**src/asrs_pkg.sv**
```systemverilog
package asrs_pkg;
  localparam int ASRS_ADDR_W = 20;
  localparam int ASRS_DATA_W = 32;
  localparam int ASRS_BE_W = 4;
  localparam int ASRS_CNT_W = 6;
  localparam int ASRS_HOLD_W = 3;
  localparam int ASRS_VAR_A = 0;
  localparam int ASRS_VAR_B = 1;
  localparam logic [ASRS_CNT_W-1:0] ASRS_SETUP_MIN_FIRST_A = 6'h02;
  localparam logic [ASRS_CNT_W-1:0] ASRS_SETUP_MIN = 6'h01;
  localparam logic [ASRS_CNT_W-1:0] ASRS_CS_TAIL_BASE_A = 6'h07;
  localparam logic [ASRS_CNT_W-1:0] ASRS_CNT_ONE = 6'h01;

  typedef struct packed {
    logic [ASRS_ADDR_W-1:0] addr;
    logic [ASRS_BE_W-1:0] byte_en;
  } asrs_req_t;

  typedef struct packed {
    logic [ASRS_CNT_W-1:0] setup;
    logic [ASRS_CNT_W-1:0] strobe;
    logic [ASRS_HOLD_W-1:0] hold;
  } asrs_timing_t;

  typedef enum logic [2:0] {
    ASRS_IDLE = 3'b000,
    ASRS_SETUP = 3'b001,
    ASRS_STROBE = 3'b011,
    ASRS_HOLD = 3'b010,
    ASRS_TAIL = 3'b110
  } asrs_state_t;
endpackage : asrs_pkg

```
**src/asrs_sequencer.sv**
```systemverilog
`timescale 1ns/100ps
// Functional notes
// - Setup start drives chip select, output enable low, byte enables, address valid.
// - Variant A: first read of a run has setup of at least two cycles.
// - Variant B: every setup period lasts at least one cycle, no extra.
// - Strobe period drives read strobe low for programmed strobe cycles.
// - Hold period returns strobe high, keeps address and byte enables stable.
// - Read data captured on the edge ending the strobe period.
// - Output enable released after hold unless another read follows next.
// - Variant A: chip select stays low seven minus hold cycles after hold.
// - Variant B: chip select released exactly at end of hold.
// - Counts are in this block's clock cycles, the chosen timing unit.
// - Setup or strobe field of zero counts as one cycle.
// - Field values are direct cycle counts, not counts minus one.
// - Hold of zero gives a hold period of zero cycles.
module asrs_sequencer
  import asrs_pkg::*;
#(
  parameter int VARIANT = ASRS_VAR_A
) (
  input wire logic clk_in,                          // 100 MHz clock, timing unit
  input wire logic rst_n_in,                        // Async reset, active low
  input wire logic req_valid_in,                    // Read request pending
  input wire asrs_req_t req_in,                     // Address and byte enables
  input wire asrs_timing_t timing_in,               // Setup, strobe, hold counts
  input wire logic [ASRS_DATA_W-1:0] ext_data_in,   // Data bus from SRAM
  output logic req_ready_out,                       // Request was taken in the previous cycle
  output logic rd_valid_out,                        // Read data valid pulse
  output logic [ASRS_DATA_W-1:0] rd_data_out,       // Captured read data
  output logic chip_select_n_out,                   // Chip select, active low
  output logic output_enable_n_out,                 // Output enable, active low
  output logic read_strobe_n_out,                   // Internal read strobe
  output logic [ASRS_BE_W-1:0] byte_lane_enable_n_out, // Byte enables, active low
  output logic [ASRS_ADDR_W-1:0] ext_address_out,   // Address
  output logic busy_out                             // Sequencer not idle
);
  if (VARIANT != ASRS_VAR_A && VARIANT != ASRS_VAR_B) begin : g_bad_variant
    $error("asrs: bad VARIANT");
  end

  localparam bit IS_A = (VARIANT == ASRS_VAR_A);

  asrs_state_t state_q, state_d;
  logic [ASRS_DATA_W-1:0] ext_data_s1_q, ext_data_s2_q;
  logic cap1_q, cap2_q;
  logic first_q;
  asrs_timing_t tim_q;

  wire logic [ASRS_CNT_W-1:0] setup_eff = (timing_in.setup == '0) ? ASRS_SETUP_MIN
                                          : timing_in.setup;
  wire logic [ASRS_CNT_W-1:0] setup_first = (IS_A && setup_eff < ASRS_SETUP_MIN_FIRST_A)
                                          ? ASRS_SETUP_MIN_FIRST_A : setup_eff;
  wire logic [ASRS_CNT_W-1:0] strobe_eff = (tim_q.strobe == '0) ? ASRS_CNT_ONE
                                           : tim_q.strobe;
  wire logic [ASRS_CNT_W-1:0] hold_cnt = {{(ASRS_CNT_W-ASRS_HOLD_W){1'b0}}, tim_q.hold};
  wire logic [ASRS_CNT_W-1:0] tail_cnt = ASRS_CS_TAIL_BASE_A - hold_cnt;
  wire logic hold_zero = (tim_q.hold == '0);
  wire logic tail_zero = !IS_A || (tail_cnt == '0);

  logic phase_last;
  logic load;
  logic [ASRS_CNT_W-1:0] load_val;

  wire logic in_idle = (state_q == ASRS_IDLE);
  wire logic run_end = (state_q == ASRS_HOLD && phase_last)
                       || (state_q == ASRS_STROBE && phase_last && hold_zero);
  wire logic take = req_valid_in && (in_idle || run_end || state_q == ASRS_TAIL);
  wire logic first_sel = in_idle || (state_q == ASRS_TAIL);

  always_comb begin
    state_d = state_q;
    load = 1'b0;
    load_val = ASRS_CNT_ONE;
    unique case (state_q)
      ASRS_IDLE, ASRS_TAIL: begin
        if (take) begin
          state_d = ASRS_SETUP;
          load = 1'b1;
          load_val = IS_A ? setup_first : setup_eff;
        end else if (state_q == ASRS_TAIL && phase_last) begin
          state_d = ASRS_IDLE;
        end
      end
      ASRS_SETUP: begin
        if (phase_last) begin
          state_d = ASRS_STROBE;
          load = 1'b1;
          load_val = strobe_eff;
        end
      end
      ASRS_STROBE, ASRS_HOLD: begin
        if (state_q == ASRS_STROBE && phase_last && !hold_zero) begin
          state_d = ASRS_HOLD;
          load = 1'b1;
          load_val = hold_cnt;
        end else if (run_end && take) begin
          state_d = ASRS_SETUP;
          load = 1'b1;
          load_val = setup_eff;
        end else if (run_end) begin
          state_d = tail_zero ? ASRS_IDLE : ASRS_TAIL;
          load = 1'b1;
          load_val = tail_cnt;
        end
      end
      default: state_d = ASRS_IDLE;
    endcase
  end

  asrs_counter #(.WIDTH(ASRS_CNT_W)) u_cnt (
    .clk_in(clk_in),
    .rst_n_in(rst_n_in),
    .load_in(load),
    .value_in(load_val),
    .last_out(phase_last)
  );

  always_ff @(posedge clk_in or negedge rst_n_in) begin
    if (!rst_n_in) begin
      state_q <= ASRS_IDLE;
      tim_q <= '0;
      first_q <= 1'b0;
    end else begin
      state_q <= state_d;
      if (take) tim_q <= timing_in;
      if (take) first_q <= first_sel;
    end
  end

  always_ff @(posedge clk_in or negedge rst_n_in) begin
    if (!rst_n_in) begin
      ext_data_s1_q <= '0;
      ext_data_s2_q <= '0;
      cap1_q <= 1'b0;
      cap2_q <= 1'b0;
    end else begin
      // First stage samples at the edge ending the strobe; later stages only delay
      ext_data_s1_q <= ext_data_in;
      ext_data_s2_q <= ext_data_s1_q;
      cap1_q <= (state_q == ASRS_STROBE) && phase_last;
      cap2_q <= cap1_q;
    end
  end

  // Bus pins registered from the next state so they change at phase edges
  wire logic act_d = (state_d != ASRS_IDLE);
  always_ff @(posedge clk_in or negedge rst_n_in) begin
    if (!rst_n_in) begin
      chip_select_n_out <= 1'b1;
      output_enable_n_out <= 1'b1;
      read_strobe_n_out <= 1'b1;
      byte_lane_enable_n_out <= '1;
      ext_address_out <= '0;
      req_ready_out <= 1'b0;
      rd_valid_out <= 1'b0;
      rd_data_out <= '0;
      busy_out <= 1'b0;
    end else begin
      chip_select_n_out <= !act_d;
      output_enable_n_out <= !(state_d inside {ASRS_SETUP, ASRS_STROBE, ASRS_HOLD});
      read_strobe_n_out <= (state_d != ASRS_STROBE);
      if (take) begin
        byte_lane_enable_n_out <= ~req_in.byte_en;
        ext_address_out <= req_in.addr;
      end
      req_ready_out <= take;
      rd_valid_out <= cap2_q;
      if (cap2_q) rd_data_out <= ext_data_s2_q;
      busy_out <= act_d;
    end
  end

  // Cycle counts of the strobe and of the chip-select tail, seen from the pins
  logic [ASRS_CNT_W-1:0] stb_run_q, tail_run_q;
  always_ff @(posedge clk_in or negedge rst_n_in) begin
    if (!rst_n_in) begin
      stb_run_q <= '0;
      tail_run_q <= '0;
    end else begin
      stb_run_q <= read_strobe_n_out ? '0 : ASRS_CNT_W'(stb_run_q + 1'b1);
      tail_run_q <= (!chip_select_n_out && output_enable_n_out)
                    ? ASRS_CNT_W'(tail_run_q + 1'b1) : '0;
    end
  end

  strobe_len_a: assert property (@(posedge clk_in) disable iff (!rst_n_in)
    $rose(read_strobe_n_out) |-> stb_run_q == $past(strobe_eff))
    else $error("strobe length differs from programmed count");
  setup_first_a: assert property (@(posedge clk_in) disable iff (!rst_n_in)
    (IS_A && first_q && $fell(read_strobe_n_out)) |-> $past(!output_enable_n_out, 2))
    else $error("first setup under two cycles");
  cs_oe_a: assert property (@(posedge clk_in) disable iff (!rst_n_in)
    !output_enable_n_out |-> !chip_select_n_out)
    else $error("output enable without chip select");
  strobe_in_oe_a: assert property (@(posedge clk_in) disable iff (!rst_n_in)
    !read_strobe_n_out |-> !output_enable_n_out && !chip_select_n_out)
    else $error("strobe outside cycle");
  hold_stable_a: assert property (@(posedge clk_in) disable iff (!rst_n_in)
    ($rose(read_strobe_n_out) && !req_ready_out)
      |-> $stable(ext_address_out) && $stable(byte_lane_enable_n_out))
    else $error("address or byte enables changed at hold start");
  capture_a: assert property (@(posedge clk_in) disable iff (!rst_n_in)
    rd_valid_out |-> $past(!read_strobe_n_out, 3) && $past(read_strobe_n_out, 2))
    else $error("capture not at strobe end");
  tail_b_a: assert property (@(posedge clk_in) disable iff (!rst_n_in)
    (!IS_A && $rose(output_enable_n_out)) |-> chip_select_n_out)
    else $error("chip select held on variant B");
  tail_a_a: assert property (@(posedge clk_in) disable iff (!rst_n_in)
    (IS_A && $rose(output_enable_n_out) && tail_cnt != '0) |-> !chip_select_n_out)
    else $error("chip select released early on variant A");
  tail_len_a: assert property (@(posedge clk_in) disable iff (!rst_n_in)
    (IS_A && $rose(chip_select_n_out) && $past(output_enable_n_out))
      |-> tail_run_q == $past(tail_cnt))
    else $error("chip select tail length wrong on variant A");
  addr_stable_a: assert property (@(posedge clk_in) disable iff (!rst_n_in)
    (!read_strobe_n_out && !req_ready_out) |-> $stable(ext_address_out))
    else $error("address changed in strobe");

  read_c: cover property (@(posedge clk_in) disable iff (!rst_n_in) rd_valid_out);
  b2b_c: cover property (@(posedge clk_in) disable iff (!rst_n_in)
    rd_valid_out ##[1:20] rd_valid_out);
  tail_c: cover property (@(posedge clk_in) disable iff (!rst_n_in)
    $rose(chip_select_n_out));
  hold_zero_c: cover property (@(posedge clk_in) disable iff (!rst_n_in)
    $rose(read_strobe_n_out) && output_enable_n_out);
endmodule : asrs_sequencer

```
**src/asrs_counter.sv**
```systemverilog
`timescale 1ns/100ps
// Down counter for one phase; load value is the phase length in cycles
module asrs_counter
  import asrs_pkg::*;
#(
  parameter int WIDTH = ASRS_CNT_W
) (
  input wire logic clk_in,                // Clock
  input wire logic rst_n_in,              // Async reset, active low
  input wire logic load_in,               // Load a new phase length
  input wire logic [WIDTH-1:0] value_in,  // Phase length
  output logic last_out                   // Current cycle ends the phase
);
  logic [WIDTH-1:0] cnt_q;
  wire logic [WIDTH-1:0] cnt_d;

  if (WIDTH < 3) begin : g_bad_width
    $error("asrs_counter: WIDTH too small");
  end

  assign cnt_d = load_in ? value_in : (cnt_q != '0 ? cnt_q - 1'b1 : cnt_q);
  assign last_out = (cnt_q == WIDTH'(ASRS_CNT_ONE));

  always_ff @(posedge clk_in or negedge rst_n_in) begin
    if (!rst_n_in) cnt_q <= '0;
    else cnt_q <= cnt_d;
  end
endmodule : asrs_counter

```
**config.mk**
```make
export PLATFORM = sky130hd
export DESIGN_NAME = asrs_sequencer
export DESIGN_NICKNAME = d
export VERILOG_FILES = /design/src/asrs_pkg.sv /design/src/asrs_sequencer.sv /design/src/asrs_counter.sv
export SDC_FILE = /design/constraint.sdc
export NUM_CORES = 1
export LEC_CHECK = 0
export ABC_AREA = 0
export ABC_CLOCK_PERIOD_IN_PS = 2650
export CORE_MARGIN = 2
export CORE_UTILIZATION = 35
export DETAILED_ROUTE_END_ITERATION = 6
export DONT_BUFFER_PORTS = 1
export PLACE_DENSITY_LB_ADDON = 0.08
export SLEW_MARGIN = 40
export SYNTH_ARGS = -nofsm -noshare
export SYNTH_HDL_FRONTEND = slang
export SYNTH_HIERARCHICAL = 1
export SYNTH_SLANG_ARGS = --single-unit
```
**constraint.sdc**
```tcl
create_clock -name clk_in -period 2.65 [get_ports clk_in]
set_input_delay 0.795 -clock clk_in [delete_from_list [all_inputs] [get_ports clk_in]]
set_output_delay 0.795 -clock clk_in [all_outputs]
set_load 0.1 [all_outputs]
```
**Word level (Yosys, flattened, before mapping)**

Cells that the tools add are included.

- Bitwise gates (word level): 1
- Add/subtract/negate cells: 2
- Reductions and logical operators: 24
- Multiplexer cells: 25
- $lt $le $gt $ge: 1
- Eq/ne operators: 9

Operators with widths:

| kind | number |
|---|---|
| $mux W6 | 10 |
| $mux W3 | 7 |
| $logic_not A6 Y1 | 3 |
| $pmux W6 S3 | 1 |
| $eq A3 B2 Y1 const B | 4 |
| $pmux W3 S3 | 1 |
| $logic_and A1 B1 Y1 | 7 |
| $eq A3 B1 Y1 const B | 2 |
| $eq A6 B1 Y1 const B | 1 |
| $logic_not A3 Y1 | 2 |
| $lt A6 B2 Y1 const B | 1 |
| $reduce_bool A3 Y1 | 2 |
| $reduce_bool A6 Y1 | 1 |
| $sub A6 B1 Y6 const B | 1 |
| $mux W1 | 5 |
| $not A4 Y4 | 1 |
| $reduce_or A2 Y1 | 2 |
| $sub A3 B3 Y4 const A | 1 |
| $eq A3 B3 Y1 const B | 1 |
| $logic_not A1 Y1 | 3 |
| $logic_or A1 B1 Y1 | 3 |
| $ne A3 B2 Y1 const B | 1 |
| $pmux W1 S3 | 1 |
| $reduce_bool A2 Y1 | 1 |

- Input bits: 74
- Bits in registers: 146

**Logic depth before layout (Yosys ltp)**

- Word-level depth: 14
- Gate-level depth with buffers: 11
- Gate-level depth less buffers: 10

**Hierarchy**

Netlist, hierarchy kept.

By module, submodules not included:

| module | area an instance (µm²) | times used | cells each |
|---|---|---|---|
| asrs_sequencer | 4780.8 | 1 | 290 |
| asrs_counter | 375.4 | 1 | 43 |

**Worst setup path before layout**

Ideal clock, no wire load.

- Path type: register to register
- Start: register u_cnt.cnt_q[0]
- End: register u_cnt.cnt_q[4]
- Data arrival time: 2.002 ns
- Cell stages (with the launch flop): 11
- Data required time: 2.503 ns
- Path buffers: 1
- Slack: 0.501 ns
- Library setup time: 0.147 ns
- Cells stage by stage: dfrtp_1 > ha_1 > and3_1 > nor2b_1 > nor2b_1 > o31ai_4 > inv_2 > buf_6 > a22o_1 > nand2_1 > o311ai_0

- Word-level cells in the longest chain between the ends: 12
- Elaborated cells between the ends (all ways): 27
- Classes of those cells: add/sub: 1; eq/ne: 1; mux: 14; reduce/logical: 11

RTL lines:

| item | RTL line | text |
|---|---|---|
| from (decl) | asrs_counter.sv:14 | `logic [WIDTH-1:0] cnt_q;` |
| from (signal assigned) | asrs_counter.sv:26 | `else cnt_q <= cnt_d;` |
| $eq A6 B1 Y1 * | asrs_counter.sv:22 | `assign last_out = (cnt_q == WIDTH'(ASRS_CNT_ONE));` |
| named net phase_last | asrs_sequencer.sv:60 | `logic phase_last;` |
| $logic_and A1 B1 Y1 (2 in a row) | asrs_sequencer.sv:66 | `\|\| (state_q == ASRS_STROBE && phase_last && hold_zero);` |
| $logic_or A1 B1 Y1 * | asrs_sequencer.sv:66 |  |
| $logic_or A1 B1 Y1 * (2 in a row) | asrs_sequencer.sv:67 | `wire logic take = req_valid_in && (in_idle \|\| run_end \|\| state_q == ASRS_TAIL);` |
| $logic_and A1 B1 Y1 * | asrs_sequencer.sv:67 |  |
| named net take | asrs_sequencer.sv:67 |  |
| $logic_and A1 B1 Y1 | asrs_sequencer.sv:96 | `end else if (run_end && take) begin` |
| $mux W6 | asrs_sequencer.sv:96 |  |
| $mux W6 | asrs_sequencer.sv:92 | `if (state_q == ASRS_STROBE && phase_last && !hold_zero) begin` |
| $pmux W6 S3 * | asrs_sequencer.sv:74 | `unique case (state_q)` |
| named net load_val[4] | asrs_sequencer.sv:62 | `logic [ASRS_CNT_W-1:0] load_val;` |
| $mux W6 * | asrs_counter.sv:21 | `assign cnt_d = load_in ? value_in : (cnt_q != '0 ? cnt_q - 1'b1 : cnt_q);` |

The timed path passes the listed nets; every way through them passes the cells marked *. The select of a mux whose other input is x is not followed.
A chain may end at the register's enable or synchronous reset.

**Worst setup path after layout**

- Start: register u_cnt.cnt_q[4]
- End: register tim_q (netlist bit hold_cnt[0])

- Word-level cells in the longest chain between the ends: 7
- Elaborated cells between the ends (all ways): 8
- Classes of those cells: eq/ne: 1; reduce/logical: 7

RTL lines:

| item | RTL line | text |
|---|---|---|
| $eq A6 B1 Y1 * | asrs_counter.sv:22 |  |
| named net phase_last | asrs_sequencer.sv:60 |  |
| $logic_and A1 B1 Y1 (2 in a row) | asrs_sequencer.sv:66 |  |
| $logic_or A1 B1 Y1 * | asrs_sequencer.sv:66 |  |
| $logic_or A1 B1 Y1 * (2 in a row) | asrs_sequencer.sv:67 |  |
| $logic_and A1 B1 Y1 * | asrs_sequencer.sv:67 |  |
| to (signal assigned) | asrs_sequencer.sv:125 | `if (take) tim_q <= timing_in;` |
| to (decl) | asrs_sequencer.sv:47 | `asrs_timing_t tim_q;` |

The timed path passes the listed nets; every way through them passes the cells marked *.

==> metrics.md <==
| Metric | Value |
|---|---|
| Vias/cell | `just under 5` |
| Worst flop-to-flop path endpoint | `hold_cnt[0]$_DFFE_PN0N_` |
| HP Class | `primary input to async pin` |
| Cell family with most CP delay | `simple AND/OR/NAND/NOR gates` |
| Diodes inserted | `0` |
| Port bufs | `0` |
| Synthesized area per cell | `15.5 µm²` |
| Worst Setup Start Kind | `flop` |
| Cell Area, Synth | `5160 µm²` |
| Overall die height | `~130 µm` |
| CTS tree | `done` |
| Layout fillers | `1,324` |
| Slew HR | `40.5%` |
| Share of the clock period used by the worst path | `92.0%` |
| Post-layout instance area | `6080 µm²` |
| Share of cells above drive strength 1 | `42.3%` |
| Max Root-Sink Buffers | `2` |
| DRT Wirelength | `9440 µm` |
| Fin. Hold Viols | `0` |
| Final Non-Filler Cells | `546` |
| Post-synth top flop | `dfrtp_1` |
| Synth warnings | `6` |
| Gpl congestion | `0.800` |
| Synthesized instance count | `about 330` |
| Clock Latency Late Sink | `0.42 ns` |
| Antenna Nets Post-Route | `0` |
| Status | `finished, final reports clean` |
| Final nets | `between 400 and 500` |
| Std cell rows | `44` |
| Initial antenna violation count | `0` |
| Critical R2R Launch | `u_cnt/cnt_q[4]$_DFFE_PN0P_` |
| CP Capture Type | `flop` |
| Flop2flop setup slack | `between 0.2 and 0.25 ns` |
| Root Driver | `clkbuf_16` |
| Initial core utilization | `35.6%` |
| Hold-fix buffers, CTS | `0` |
| Post-DP HPWL | `6230 µm` |
| Worst R2R Path Depth | `7` |
| Register area share after synthesis | `71.0%` |
| Layout area overhead | `17.8%` |
| Die ar. | `~16,000 µm²` |
| Distinct cell type count after synthesis | `52` |
| Worst-margin pin slew | `0.892 ns` |
| Clk slew on worst S/H paths | `around 0.06 ns` |
| Worst path max stage delay | `just over 0.4 ns` |
| CP Cell Sequence | `nor2_1 > and3_2 > nor2b_1 > nor2b_1 > o31ai_4 > inv_2 > mux2_2` |
| Syn Nets | `approximately 410` |
| Core area | `roughly 14,000 µm²` |
| RSZ-0062 raised after global routing | `no` |
| Total number of vias | `between 2,000 and 3,000` |
| Buffers & Inverters on Critical Path | `1` |
| Setup TNS | `0 ns` |
| Drt drc | `0` |
| Largest area contributor in the netlist | `dfrtp_1` |
| Final Core Density | `42.0%` |
| Routed wire per std cell | `17.3 µm` |
| Grt total ovfl | `0` |
| Fmax achieved | `between 400 and 500 MHz` |
| Max Cap Viol | `0` |
| 1st-iter DRT viols | `149` |
| Placed Instances | `approximately 510` |
| Vias in the first global route | `2,894` |
| Minimum clock period | `approximately 2.4 ns` |
| CP Class | `flop to flop` |
| Fin Clk Skew | `0.00558 ns` |
| Number of enable flip-flop cells after synthesis | `0` |
| Die X | `around 130 µm` |
| Largest net degree at the start of global routing | `around 150` |
| Drt pass-1 iters | `4` |
| Yosys reg bits | `about 150` |
| Post-CTS setup buffer count | `0` |
| H-tree Lvls | `4` |
| I/O Pins | `between 100 and 150` |
| First-pass GRT wire length | `15,500 µm` |
| Crit path from | `u_cnt/cnt_q[4]$_DFFE_PN0P_` |
| CP most frequent cell | `nor2b_1` |
| Area taken by flip-flops and latches | `3710 µm²` |
| Area after DPL | `5420 µm²` |
| Crit path max-delay cell type | `dfrtp_1` |
| CP Max Fanout | `13` |
| Max-slew violation count | `0` |
| PostCTS Resize Cnt | `0` |
| WP data arrival | `2.74 ns` |
| Final setup viols | `0` |
| Worst Path Required | `2.95 ns` |
| Ranking of synthesized cells by area | `dfrtp_1 67%, mux2_2 12%, dfstp_2 3.6%` |
| TritonCTS Buffers | `17` |
| FFs w/ async S/R, synth | `100%` |
| TritonCTS Sinks | `approximately 150` |
| Multi-input gate area | `1380 µm²` |
| Post-synth top area share | `just under 70%` |
| Total track usage | `12.8%` |
==> synth_stat cells, types with 2 or more instances <==
master	instances
a22o_1	3
dfrtp_1	139
or3_1	2
a21boi_0	2
nor4_1	2
ha_1	2
o311ai_0	2
mux2_4	6
o31ai_1	3
o21ai_0	6
or4_1	2
a21oi_1	5
and3_1	4
nand3_1	2
nor2b_1	6
a31oi_1	2
mux2_2	55
clkbuf_1	6
mux2i_1	6
buf_4	2
a211o_1	2
dfstp_2	7
nor2_1	12
o211ai_1	2
inv_1	14
buf_1	4
nand4_1	4
nand2_1	7
==> how the worst max path moves through the flow <==
stage                                                end  slack, ns  cells after the start
after floorplan               u_cnt/cnt_q[4]$_DFFE_PN0P_       0.50                     10
after global placement    ext_address_out[0]$_DFFE_PN0N_       0.25                      7
after detailed placement            tim_q[8]$_DFFE_PN0N_       0.19                      7
after CTS                           tim_q[8]$_DFFE_PN0N_       0.14                      7
after global routing          u_cnt/cnt_q[5]$_DFFE_PN0P_       0.06                      9
final                            hold_cnt[0]$_DFFE_PN0N_       0.21                      7
==> kinds of logic (layout without fill, tap and decap cells) <==
kind of cell	count (synthesis)	count (layout)	share of synthesized area (%)
flops	146	146	71.0
mux	67	67	14.9
simple gates	50	50	5.34
compound gates	39	39	5.73
buf+inv	28	57	2.33
fa+ha+maj	2	2	0.485
xor+xnor	1	1	0.170
==> metal layers <==
layer  vias up  share of wire [%]  track usage, %
li1       1204                  -               -
met2       105                 46            18.2
met3        15                8.7            5.99
met1      1387                 44            16.3
met5         -                  0               0
met4         0                2.1            6.73
==> stage by stage <==
step,setup slack [ns],hold slack [ns]
after global placement,0.254,0.331
final,0.212,0.0692
after global routing,0.0591,0.0455
after detailed placement,0.191,0.335
after CTS,0.144,0.0463
after floorplan,0.501,0.331
==> state kept, by name (all words and copies together) (netlist names), 3 cells and up <==
register / cells
ext_data_s1_q: 32
ext_data_s2_q: 32
rd_data_out: 32
ext_address_out: 20
tim_q: 6
u_cnt/cnt_q: 6
byte_lane_enable_n_out: 4
hold_cnt: 3
state_q: 3
==> cell usage in the layout (no fill, tap or decap), types with 3 or more instances in the layout <==
master	netlist	routed
dfrtp_2	0	39
dfstp_2	7	7
nand2_1	7	7
a22o_1	3	3
clkinv_2	0	3
buf_4	2	9
o21ai_0	6	6
nor2b_1	6	6
a21oi_1	5	5
and3_1	4	3
o31ai_1	3	3
mux2_4	6	6
bufinv_16	0	4
nand4_1	4	4
dfrtp_1	139	100
mux2i_1	6	6
clkinv_4	0	4
nor2_1	12	12
clkbuf_16	0	17
mux2_2	55	55
inv_1	14	14
==> worst register-to-register path: cells and delay by family (launching register included) <==
family                 cells  cell delay, ns
AND/OR/NAND/NOR            4            1.16
flip-flops                 1            0.41
multiplexers               1            0.37
buffers and inverters      1            0.26
AO/OA/AOI/OAI              1            0.12
==> cell type report <==
class	instances	share of cell area, %
inverter	15	0.927
clock buffer	17	7.00
clock inverter	15	3.40
multi-input combinational	159	22.6
timing repair buffer	10	1.17
sequential	146	61.1
tap	184	3.79
Power is left out: the tool's default activity adds up to more than one toggle a clock period on the data nets, which glitch-free logic cannot reach.
